## config.mk

```make
export PLATFORM = sky130hd
export DESIGN_NAME = iwr_ctrl
export DESIGN_NICKNAME = d
export VERILOG_FILES = /design/src/verilog/iwr_pkg.sv /design/src/verilog/iwr_sync3.sv /design/src/verilog/iwr_ctrl.sv
export SDC_FILE = /design/constraint.sdc
export NUM_CORES = 1
export LEC_CHECK = 0
export ABC_AREA = 1
export BUFFER_PORTS_ARGS = -buffer_cell sky130_fd_sc_hd__buf_4
export CORE_MARGIN = 5
export CORE_UTILIZATION = 35
export DETAILED_ROUTE_END_ITERATION = 10
export GPL_ROUTABILITY_DRIVEN = 0
export PLACE_DENSITY = 0.64
export SYNTH_ARGS = -nofsm -noshare
export SYNTH_HDL_FRONTEND = slang
export SYNTH_SLANG_ARGS = --single-unit
```

## constraint.sdc

```tcl
create_clock -name ref_clk -period 2.4 [get_ports ref_clk]
set_input_delay 0.6 -clock ref_clk [delete_from_list [all_inputs] [get_ports ref_clk]]
set_output_delay 0.6 -clock ref_clk [all_outputs]
set_load 0.1 [all_outputs]
```

## src/verilog/iwr_pkg.sv

```systemverilog
// Purpose: shared constants and types for the interrupt, wake and reset controller
// Assumes: 10 MHz ref_clk, synchronous active-high reset
// Notes:   register bit positions follow the status/mask layout
package iwr_pkg;
    // interrupt vector
    localparam logic [12:0] VECTOR_ADDR   = 13'h0001;
    localparam logic [12:0] RESET_ADDR    = 13'h0000;
    // status / mask bit positions
    localparam int BIT_TIMER   = 0;
    localparam int BIT_SETUP   = 1;
    localparam int BIT_SUSP    = 2;
    localparam int BIT_USBRST  = 3;
    localparam int BIT_PORT7   = 4;
    localparam int BIT_RESUME  = 7;
    localparam logic [7:0] SRC_MASK        = 8'h9F;
    // special function control bits
    localparam int SFC_RUN      = 4;
    localparam int SFC_DEVRES   = 3;
    localparam int SFC_DUALN    = 7;
    // reset values
    localparam logic [7:0] STATUS_RST = 8'h00;
    localparam logic [7:0] MASK_RST   = 8'h00;
    localparam logic [7:0] SFC_RST    = 8'hD7;
    localparam logic [7:0] OPM_RST    = 8'hE0;
    // slow clock: ref_clk cycles between slow ticks for each dual-clock rate
    localparam int REF_HZ       = 10_000_000;
    localparam int SLOW_HZ0     = 500;
    localparam int SLOW_HZ1     = 4_000;
    localparam int SLOW_HZ2     = 32_000;
    localparam int SLOW_HZ3     = 256_000;
    localparam int SLOW_DIV0    = REF_HZ / SLOW_HZ0;
    localparam int SLOW_DIV1    = REF_HZ / SLOW_HZ1;
    localparam int SLOW_DIV2    = REF_HZ / SLOW_HZ2;
    localparam int SLOW_DIV3    = REF_HZ / SLOW_HZ3;
    // event carrier from the timer and usb engine
    typedef struct packed {
        logic timer_ovf;
        logic setup_ok;
        logic suspend;
        logic usb_reset;
        logic resume_host;
    } iwr_events_t;
    // core control carrier
    typedef struct packed {
        logic boundary;
        logic global_irq_enable_instr;
        logic global_irq_disable_instr;
        logic return_from_irq_instr;
    } iwr_core_t;
endpackage : iwr_pkg

```

## src/verilog/iwr_sync3.sv

```systemverilog
// Purpose: three-flop synchroniser with agreement filter for pin inputs
// Assumes: one clock domain, synchronous reset
// Notes:   first stage feeds only the second stage
`timescale 1ns/1ps
module iwr_sync3 #(
    parameter int W = 8
) (
    // clock and reset
    input  wire logic         ref_clk,
    input  wire logic         sys_rst,
    // pin side
    input  wire logic [W-1:0] pin_in,
    // filtered level
    output logic      [W-1:0] level
);
    logic [W-1:0] s1, s2, s3;       // pipeline stages
    logic [W-1:0] next_level;       // filtered next value

    // accept a change only when stages two and three agree
    genvar g;
    generate
        for (g = 0; g < W; g++) begin : g_bit
            always_comb begin
                next_level[g] = (s2[g] == s3[g]) ? s3[g] : level[g];
            end
        end
    endgenerate

    // register stages
    always_ff @(posedge ref_clk) begin
        if (sys_rst) begin
            s1    <= '0;
            s2    <= '0;
            s3    <= '0;
            level <= '0;
        end else begin
            s1    <= pin_in;
            s2    <= s1;
            s3    <= s2;
            level <= next_level;
        end
    end
endmodule : iwr_sync3

```

## src/verilog/iwr_ctrl.sv

```systemverilog
// Purpose: interrupt latching, dispatch, power-down, dual clock and reset control
// Assumes: core signals instruction boundary and enable/disable/return decodes
// Notes:   registers written by core over plain write strobes and data
//
// Notes on behaviour
// [RULE1] taken interrupt loads pc with vector 0x0001
// [RULE2] timer overflow sets status bit 0
// [RULE3] port 7 change sets status bit 4
// [RULE4] accepted setup transaction sets status bit 1
// [RULE5] usb suspend sets status bit 2
// [RULE6] usb reset sets bit 3, requests interrupt
// [RULE7] unsolicited suspend exit sets status bit 7
// [RULE8] masked source never vectors, flag still sets
// [RULE9] flags sticky until firmware clears them
// [RULE10] firmware clears flags before leaving handler
// [RULE11] enable/return open gate, disable closes it
// [RULE12] clearing run bit enters power down
// [RULE13] wake on resume, watchdog, or port change
// [RULE14] firmware sets port input before sleeping
// [RULE15] clearing bit 7 selects slow oscillator
// [RULE16] host resume interrupt only in dual clock
// [RULE17] power-on clears pc, timer, watchdog, registers
// [RULE18] watchdog restarts program, usb state kept
// [RULE19] usb engine ignores traffic until bus reset
// [RULE20] two bits pick slow clock rate
// [RULE21] mask bit one enables its source
// [RULE22] run bit set by wake falling edge
// [RULE23] request when flag, mask and gate set
// [RULE24] taking interrupt pushes return, closes gate
`timescale 1ns/1ps
module iwr_ctrl (
    // clock and reset
    input  wire logic                 ref_clk,
    input  wire logic                 sys_rst,       // power-on reset
    input  wire logic                 wdt_ovf,       // watchdog overflow pulse
    // core handshake
    input  wire iwr_pkg::iwr_core_t   core,
    input  wire logic [12:0]          pc_now,        // address of next instruction
    // register writes from core
    input  wire logic                 wr_status,
    input  wire logic                 wr_mask,
    input  wire logic                 wr_sfc,
    input  wire logic                 wr_opm,
    input  wire logic [7:0]           wr_data,
    // event sources
    input  wire iwr_pkg::iwr_events_t ev,
    input  wire logic [7:0]           port7_pin,     // asynchronous pins
    input  wire logic                 wake_n,        // wake-up signal, active low
    // register contents
    output logic      [7:0]           interrupt_status_reg,
    output logic      [7:0]           interrupt_mask_reg,
    output logic      [7:0]           special_function_control,
    output logic      [7:0]           operation_mode_control,
    // core control outputs
    output logic                      irq_take,      // vector this boundary
    output logic      [12:0]          pc_load,
    output logic                      pc_load_en,
    output logic                      stack_push,
    output logic      [12:0]          stack_data,
    output logic                      gate_open,
    // clocking and reset outputs
    output logic                      osc_run,       // main oscillator enabled
    output logic                      slow_sel,      // slow clock selected
    output logic                      slow_tick,     // slow clock enable pulse
    output logic                      timer_clr,
    output logic                      wdt_clr,
    output logic                      usb_active     // engine answers traffic
);
    // power/run state
    typedef enum logic [1:0] {
        ST_RUN   = 2'b01,
        ST_SLEEP = 2'b10
    } iwr_pwr_t;

    iwr_pwr_t    pwr, next_pwr;              // power state
    logic [7:0]  next_status;                // status next value
    logic [7:0]  next_mask;
    logic [7:0]  next_sfc;
    logic [7:0]  next_opm;
    logic        next_gate;
    logic        next_usb_active;
    logic [7:0]  p7_level;                   // filtered port 7
    logic [7:0]  p7_prev;                    // last filtered value
    logic        wake_level;                 // filtered wake
    logic        wake_prev;
    logic        wake_fall;
    logic        susp_prev;                  // suspend last cycle
    logic        p7_change;
    logic [7:0]  set_bits;                   // event bits this cycle
    logic        pending;
    logic [31:0] slow_cnt, next_slow_cnt;
    logic [31:0] slow_lim;
    logic        next_slow_tick;
    logic [12:0] next_pc_load;
    logic        next_pc_load_en;

    // pin synchronisers
    iwr_sync3 #(.W(8)) u_p7 (
        .ref_clk (ref_clk),
        .sys_rst (sys_rst),
        .pin_in  (port7_pin),
        .level   (p7_level)
    );
    iwr_sync3 #(.W(1)) u_wake (
        .ref_clk (ref_clk),
        .sys_rst (sys_rst),
        .pin_in  (wake_n),
        .level   (wake_level)
    );

    // edge detection on filtered levels
    always_comb begin
        p7_change = (p7_level != p7_prev);                                    // RULE3
        wake_fall = wake_prev & ~wake_level;
    end

    // event vector in status layout
    always_comb begin
        set_bits = 8'h00;
        set_bits[iwr_pkg::BIT_TIMER]  = ev.timer_ovf;                         // RULE2
        set_bits[iwr_pkg::BIT_PORT7]  = p7_change;                            // RULE3
        set_bits[iwr_pkg::BIT_SETUP]  = ev.setup_ok & usb_active;             // RULE4 RULE19
        set_bits[iwr_pkg::BIT_SUSP]   = ev.suspend & ~susp_prev;              // RULE5
        set_bits[iwr_pkg::BIT_USBRST] = ev.usb_reset;                         // RULE6
        // suspend ends without our own resume signalling
        set_bits[iwr_pkg::BIT_RESUME] = susp_prev & ~ev.suspend
            & ~special_function_control[iwr_pkg::SFC_DEVRES];                 // RULE7
    end

    // request: flag and mask and gate; resume only counts in dual clock
    always_comb begin
        logic [7:0] eff_mask;
        eff_mask = interrupt_mask_reg & iwr_pkg::SRC_MASK;                    // RULE21
        if (~slow_sel) begin
            eff_mask[iwr_pkg::BIT_RESUME] = 1'b0;                            // RULE16
        end
        pending  = |(interrupt_status_reg & eff_mask);                        // RULE8
        irq_take = pending & gate_open & core.boundary & (pwr == ST_RUN);     // RULE23
    end

    // register next values; hardware set wins over firmware clear
    always_comb begin
        next_status = interrupt_status_reg;
        next_mask   = interrupt_mask_reg;
        next_sfc    = special_function_control;
        next_opm    = operation_mode_control;
        if (wr_status) begin
            next_status = wr_data & iwr_pkg::SRC_MASK;                        // RULE9
        end
        next_status = next_status | set_bits;                                 // RULE9
        if (wr_mask) begin
            next_mask = wr_data & iwr_pkg::SRC_MASK;                          // RULE21
        end
        if (wr_opm) begin
            next_opm = wr_data;
        end
        if (wr_sfc) begin
            next_sfc = wr_data;                                               // RULE12 RULE15
        end
        // device resume ends once suspend drops
        if (susp_prev & ~ev.suspend) begin
            next_sfc[iwr_pkg::SFC_DEVRES] = 1'b0;
        end
        // wake sets run again
        if (pwr == ST_SLEEP && (wake_fall || ev.resume_host || p7_change)) begin
            next_sfc[iwr_pkg::SFC_RUN] = 1'b1;                                // RULE13 RULE22
        end
        if (wdt_ovf) begin
            next_sfc[iwr_pkg::SFC_RUN] = 1'b1;                                // RULE13
        end
    end

    // global gate
    always_comb begin
        next_gate = gate_open;
        if (core.global_irq_enable_instr || core.return_from_irq_instr) begin
            next_gate = 1'b1;                                                 // RULE11
        end
        if (core.global_irq_disable_instr) begin
            next_gate = 1'b0;                                                 // RULE11
        end
        if (irq_take) begin
            next_gate = 1'b0;                                                 // RULE24
        end
    end

    // power state follows run bit
    always_comb begin
        case (pwr)
            ST_RUN:   next_pwr = next_sfc[iwr_pkg::SFC_RUN] ? ST_RUN : ST_SLEEP; // RULE12
            ST_SLEEP: next_pwr = next_sfc[iwr_pkg::SFC_RUN] ? ST_RUN : ST_SLEEP;
            default:  next_pwr = ST_RUN;
        endcase
        osc_run  = (pwr == ST_RUN) & special_function_control[iwr_pkg::SFC_DUALN]; // RULE12 RULE15
        slow_sel = ~special_function_control[iwr_pkg::SFC_DUALN];             // RULE15
    end

    // slow clock divider, rate from two mode bits
    always_comb begin
        case (operation_mode_control[7:6])                                    // RULE20
            2'b00:   slow_lim = 32'(iwr_pkg::SLOW_DIV0);
            2'b01:   slow_lim = 32'(iwr_pkg::SLOW_DIV1);
            2'b10:   slow_lim = 32'(iwr_pkg::SLOW_DIV2);
            default: slow_lim = 32'(iwr_pkg::SLOW_DIV3);
        endcase
        next_slow_tick = 1'b0;
        next_slow_cnt  = slow_cnt + 32'd1;
        if (~slow_sel || pwr != ST_RUN) begin
            next_slow_cnt = 32'd0;
        end else if (slow_cnt >= slow_lim - 32'd1) begin
            next_slow_cnt  = 32'd0;
            next_slow_tick = 1'b1;                                            // RULE20
        end
    end

    // program counter redirect and stack push
    always_comb begin
        next_pc_load    = pc_load;
        next_pc_load_en = 1'b0;
        if (wdt_ovf) begin
            next_pc_load    = iwr_pkg::RESET_ADDR;                            // RULE18
            next_pc_load_en = 1'b1;
        end else if (irq_take) begin
            next_pc_load    = iwr_pkg::VECTOR_ADDR;                           // RULE1
            next_pc_load_en = 1'b1;
        end
        stack_push = irq_take;                                                // RULE24
        stack_data = pc_now;
        timer_clr  = sys_rst;                                                 // RULE17
        wdt_clr    = sys_rst | wdt_ovf;                                       // RULE17
    end

    // usb engine wakes to traffic only after a bus reset
    always_comb begin
        next_usb_active = usb_active | ev.usb_reset;                          // RULE19
    end

    // usb state: power-on only, watchdog leaves it alone
    always_ff @(posedge ref_clk) begin
        if (sys_rst) begin
            usb_active <= 1'b0;                                               // RULE17
        end else begin
            usb_active <= next_usb_active;                                    // RULE18
        end
    end

    // core-side state; watchdog reinitialises gate and mask register
    always_ff @(posedge ref_clk) begin
        if (sys_rst) begin
            interrupt_status_reg     <= iwr_pkg::STATUS_RST;                  // RULE17
            interrupt_mask_reg       <= iwr_pkg::MASK_RST;
            special_function_control <= iwr_pkg::SFC_RST;
            operation_mode_control   <= iwr_pkg::OPM_RST;
            gate_open                <= 1'b0;
            pwr                      <= ST_RUN;
            pc_load                  <= iwr_pkg::RESET_ADDR;
            pc_load_en               <= 1'b1;
            slow_cnt                 <= 32'd0;
            slow_tick                <= 1'b0;
            p7_prev                  <= 8'h00;
            wake_prev                <= 1'b0;
            susp_prev                <= 1'b0;
        end else begin
            interrupt_status_reg     <= next_status;
            interrupt_mask_reg       <= wdt_ovf ? iwr_pkg::MASK_RST : next_mask; // RULE18
            special_function_control <= next_sfc;
            operation_mode_control   <= next_opm;
            gate_open                <= wdt_ovf ? 1'b0 : next_gate;
            pwr                      <= next_pwr;
            pc_load                  <= next_pc_load;
            pc_load_en               <= next_pc_load_en;
            slow_cnt                 <= next_slow_cnt;
            slow_tick                <= next_slow_tick;
            p7_prev                  <= p7_level;
            wake_prev                <= wake_level;
            susp_prev                <= ev.suspend;
        end
    end

    // checks
    a_vector_load: assert property (@(posedge ref_clk) disable iff (sys_rst)
        irq_take && !wdt_ovf |=> pc_load_en && pc_load == iwr_pkg::VECTOR_ADDR) // RULE1
        else $error("vector not loaded");
    a_timer_flag: assert property (@(posedge ref_clk) disable iff (sys_rst)
        ev.timer_ovf |=> interrupt_status_reg[0])                             // RULE2
        else $error("timer flag missing");
    a_usbrst_flag: assert property (@(posedge ref_clk) disable iff (sys_rst)
        ev.usb_reset |=> interrupt_status_reg[3] && usb_active)               // RULE6
        else $error("usb reset flag missing");
    a_setup_flag: assert property (@(posedge ref_clk) disable iff (sys_rst)
        ev.setup_ok && usb_active |=> interrupt_status_reg[1])                // RULE4
        else $error("setup flag missing");
    a_mask_blocks: assert property (@(posedge ref_clk) disable iff (sys_rst)
        (interrupt_status_reg & interrupt_mask_reg) == 8'h00 |-> !irq_take)   // RULE8
        else $error("masked source taken");
    a_flag_sticky: assert property (@(posedge ref_clk) disable iff (sys_rst)
        interrupt_status_reg[0] && !wr_status |=> interrupt_status_reg[0])    // RULE9
        else $error("flag dropped");
    a_gate_disable: assert property (@(posedge ref_clk) disable iff (sys_rst)
        core.global_irq_disable_instr |=> !gate_open)                                             // RULE11
        else $error("gate still open");
    a_gate_take: assert property (@(posedge ref_clk) disable iff (sys_rst)
        irq_take |-> stack_push ##1 !gate_open)                               // RULE24
        else $error("take did not close gate");
    a_sleep_entry: assert property (@(posedge ref_clk) disable iff (sys_rst)
        !special_function_control[4] && !wdt_ovf |=> pwr == ST_SLEEP || special_function_control[4]) // RULE12
        else $error("no sleep");
    a_resume_dual: assert property (@(posedge ref_clk) disable iff (sys_rst)
        !slow_sel && interrupt_status_reg == 8'h80 |-> !irq_take)             // RULE16
        else $error("resume irq in normal clock");
    a_usb_ignore: assert property (@(posedge ref_clk) disable iff (sys_rst)
        !usb_active && !ev.usb_reset |=> !usb_active)                         // RULE19
        else $error("usb active without reset");
    c_take: cover property (@(posedge ref_clk) irq_take);
    c_sleep_wake: cover property (@(posedge ref_clk) pwr == ST_SLEEP ##1 pwr == ST_RUN);
    c_slow_tick: cover property (@(posedge ref_clk) slow_tick);
endmodule : iwr_ctrl

```

==> results.tsv <==
stage	metric	value	unit
setup_path	path_class	reg -> out	
power_and_ir_drop	leakagePower	0.00265	uW
timing	hold_viol_final	0	
global_route	grt_max_degree	37	
finish	final_util	0.440	
setup_path	critPathMaxFanout	4	
min_path	min_path_cells	3	
min_path	worstHoldStart	port7_pin[0]	
min_path	worstHoldEndpoint	u_p7.s1[0]$_SDFF_PP0_	
cts	cts.repair.resized	0	
finish	finalInstanceArea	5780	um^2
power_and_ir_drop	ir_drop	0.477	mV
finish	drive_above_1_share	0.204	
timing	setup_violations	0	
yosys	ys_ff_latch	113	
timing	fin_crit	2230	ps
die	die_h	125	um
yosys	synth.area.top_cells	dfxtp_1, nor2_1, inv_1	
cts	clkTransAtPathRegs	60	ps
global_route	first_global_vias	3518	
setup_path	reg2reg_setup_slack	200	ps
yosys	ys_seq_area_frac	0.488	
finish	largest_reg_flops	32	
cts	numCtsBuffers	17	
finish	regArea	2280	um^2
finish	antenna_cells	0	
global_route	gr-total-overflow	0	
cts	post_cts_buffers	0	
timing	fmax	449	MHz
yosys	synth_top_area_share	0.488	
timing	rsz0062_at_grt	no	
timing	worst_slack	174	ps
placement	placed_cells	807	
route	routedWlPerCell	10.6	um
cts	postCtsHoldBufs	0	
global_route	grt_pass1_wl	15600	um
yosys	synth_cell_type_count	32	
min_path	hold_class	in -> reg	
placement	post-dp-hpwl	6740	um
setup_path	arrival	1630	ps
die	core-area	13100	um^2
power_and_ir_drop	finalPower	4850	uW
route	via_per_inst	4.21	
die	dieArea	15700	um^2
setup_path	ff2ff_path_depth	13	
cts	clock_sinks	113	
cts	root_buffer	clkbuf_16	
yosys	syn_area_per_cell	8.14	um^2
yosys	synthCells	570	
die	die_w	125	um
timing	maxSlewViolCount	0	
global_route	grt.total_usage	0.122	
cts	cts_max_path_buffers	2	
yosys	synth_area	4640	um^2
setup_path	r2r-end	slow_cnt[1]$_SDFF_PP0_	
cts	cts_tree	yes	
power_and_ir_drop	powerDensity	839	nW/um^2
timing	fin_crit_sh	0.927	
finish	instances_no_fill	839	
route	num_vias	3530	
timing	skew	8.30	ps
placement	dpl_cell_area	5250	um^2
die	rows	42	
setup_path	r2r-start	operation_mode_control[7]$_SDFFE_PP1P_	
cts	htree_levels	4	
setup_path	start_kind	flop	
route	drc_errors	0	
die	floorplan.initialDensity	0.353	
placement	preCtsSetupSlack	200	ps
finish	final_nets	717	
setup_path	required	1800	ps
route	ant_nets	0	
yosys	yosysTopAreaCell	dfxtp_1	
finish	areaGrowthSynthToFinish	24.7	%
route	wl	8920	um
finish	top_register	slow_cnt	
yosys	yosys_warnings	0	
setup_path	cp-end-kind	output pin	
cts	clock_latency	400	ps
die	io_pins	114	
finish	n_fill_cell	1321	
placement	place.port_buffers	71	
run	drv_cap	0	
global_route	antenna_found_initial	0	
route	dr.pass1.iters	4	
finish	multiInputGateArea	1870	um^2
outcome	status	finished clean	
route	drt_iter0_markers	169	
[layout by cell type, fill, tap and decap left out]
master | Yosys | final
ha_1 | 21 | 21
dfxtp_4 | 0 | 2
nand2_4 | 1 | 1
nand2_1 | 84 | 84
nand3b_1 | 1 | 1
a31oi_1 | 3 | 3
and2_0 | 1 | 1
nand3_1 | 17 | 17
inv_1 | 84 | 83
a21boi_1 | 1 | 1
clkbuf_16 | 0 | 17
dfxtp_1 | 113 | 104
nor2_1 | 101 | 101
clkbuf_1 | 7 | 1
o21ai_0 | 14 | 14
a21o_1 | 1 | 1
dfxtp_2 | 0 | 7
conb_1 | 2 | 32
nand4_1 | 4 | 4
a2111oi_0 | 1 | 1
clkinv_2 | 0 | 2
xor2_1 | 9 | 9
xnor2_1 | 13 | 13
nor2_4 | 11 | 11
buf_4 | 31 | 73
inv_6 | 0 | 3
a21oi_1 | 30 | 30
nor3_1 | 4 | 4
o21ai_1 | 1 | 1
a22oi_1 | 1 | 1
nand2_2 | 1 | 1
inv_2 | 3 | 3
clkinvlp_4 | 0 | 5
clkinv_4 | 0 | 4
and3_1 | 1 | 1
or2_2 | 1 | 1
nor2_2 | 4 | 4
inv_4 | 0 | 1
[logic make-up (layout without fill, tap and decap cells)]
kind of cell	after synthesis	in the layout	share of synthesized area
adders and majority gates	21	21	0.0566
and+or+nand+nor	231	231	0.219
buffers and inverters	129	192	0.134
xor gates and xnor gates	22	22	0.0415
other	2	32	0.00162
DFF	113	113	0.488
AOI/OAI and AO/OA	52	52	0.0593
[worst max-delay path: stages (launching register included)]
cell and delay, ps:
dfxtp_4 370, clkinvlp_4 120, nand3_1 90, and3_1 150
nand4_1 90, nand2_1 120, inv_1 60, buf_4 230
[metrics by stage]
stage | setup TNS, ps | hold WS, ps
floorplan | -630 | 388
global placement | 0 | 390
detailed placement | 0 | 395
CTS | 0 | 373
global route | 0 | 375
finish | 0 | 392
[synth_stat cells, drive strengths merged]
cell,n
xor2,9
conb,2
a22oi,1
a31oi,3
buf,35
o21ai,15
and3,1
or2,1
a21o,1
a21boi,1
inv,87
and2,1
nand4,4
nand3,17
nor3,4
a2111oi,1
ha,21
dfxtp,113
nor2,116
a21oi,30
nand2,86
xnor2,13
nand3b,1
clkbuf,7
[area by class of cell]
cell class | instances | area share
Inverter | 87 | 0.0571
Sequential cell | 113 | 0.394
Clock inverter | 14 | 0.0186
Timing Repair Buffer | 73 | 0.0948
Tap cell | 176 | 0.0381
Multi-Input combinational cell | 358 | 0.323
Clock buffer | 18 | 0.0742
[where the power goes]
part	switching (uW)	total [uW]	internal, uW
sequential	34.9	1980	1950
clock	887	2210	1330
combinational	520	656	135
total	1440	4850	3410
[worst max-delay path by stage]
stage,endpoint,cells past startpoint,slack (ps),start
detailed placement,slow_cnt[1]$_SDFF_PP0_,13,200,operation_mode_control[7]$_SDFFE_PP1P_
finish,irq_take,7,170,special_function_control[7]$_SDFFE_PP1P_
global placement,slow_cnt[1]$_SDFF_PP0_,13,280,operation_mode_control[7]$_SDFFE_PP1P_
floorplan,stack_push,7,-520,special_function_control[7]$_SDFFE_PP1P_
CTS,irq_take,7,140,special_function_control[7]$_SDFFE_PP1P_
global route,slow_cnt[2]$_SDFF_PP0_,13,10,operation_mode_control[7]$_SDFFE_PP1P_
[per-layer routing]
metal / share of wire / GRT usage / routed length, um
met1: 0.44 / 0.143 / 3950
met2: 0.49 / 0.198 / 4350
met3: 0.055 / 0.0461 / 493
met4: 0.014 / 0.0548 / 125
met5: 0 / 0 / 0
Note: power is estimated with default switching activity, not from simulation.
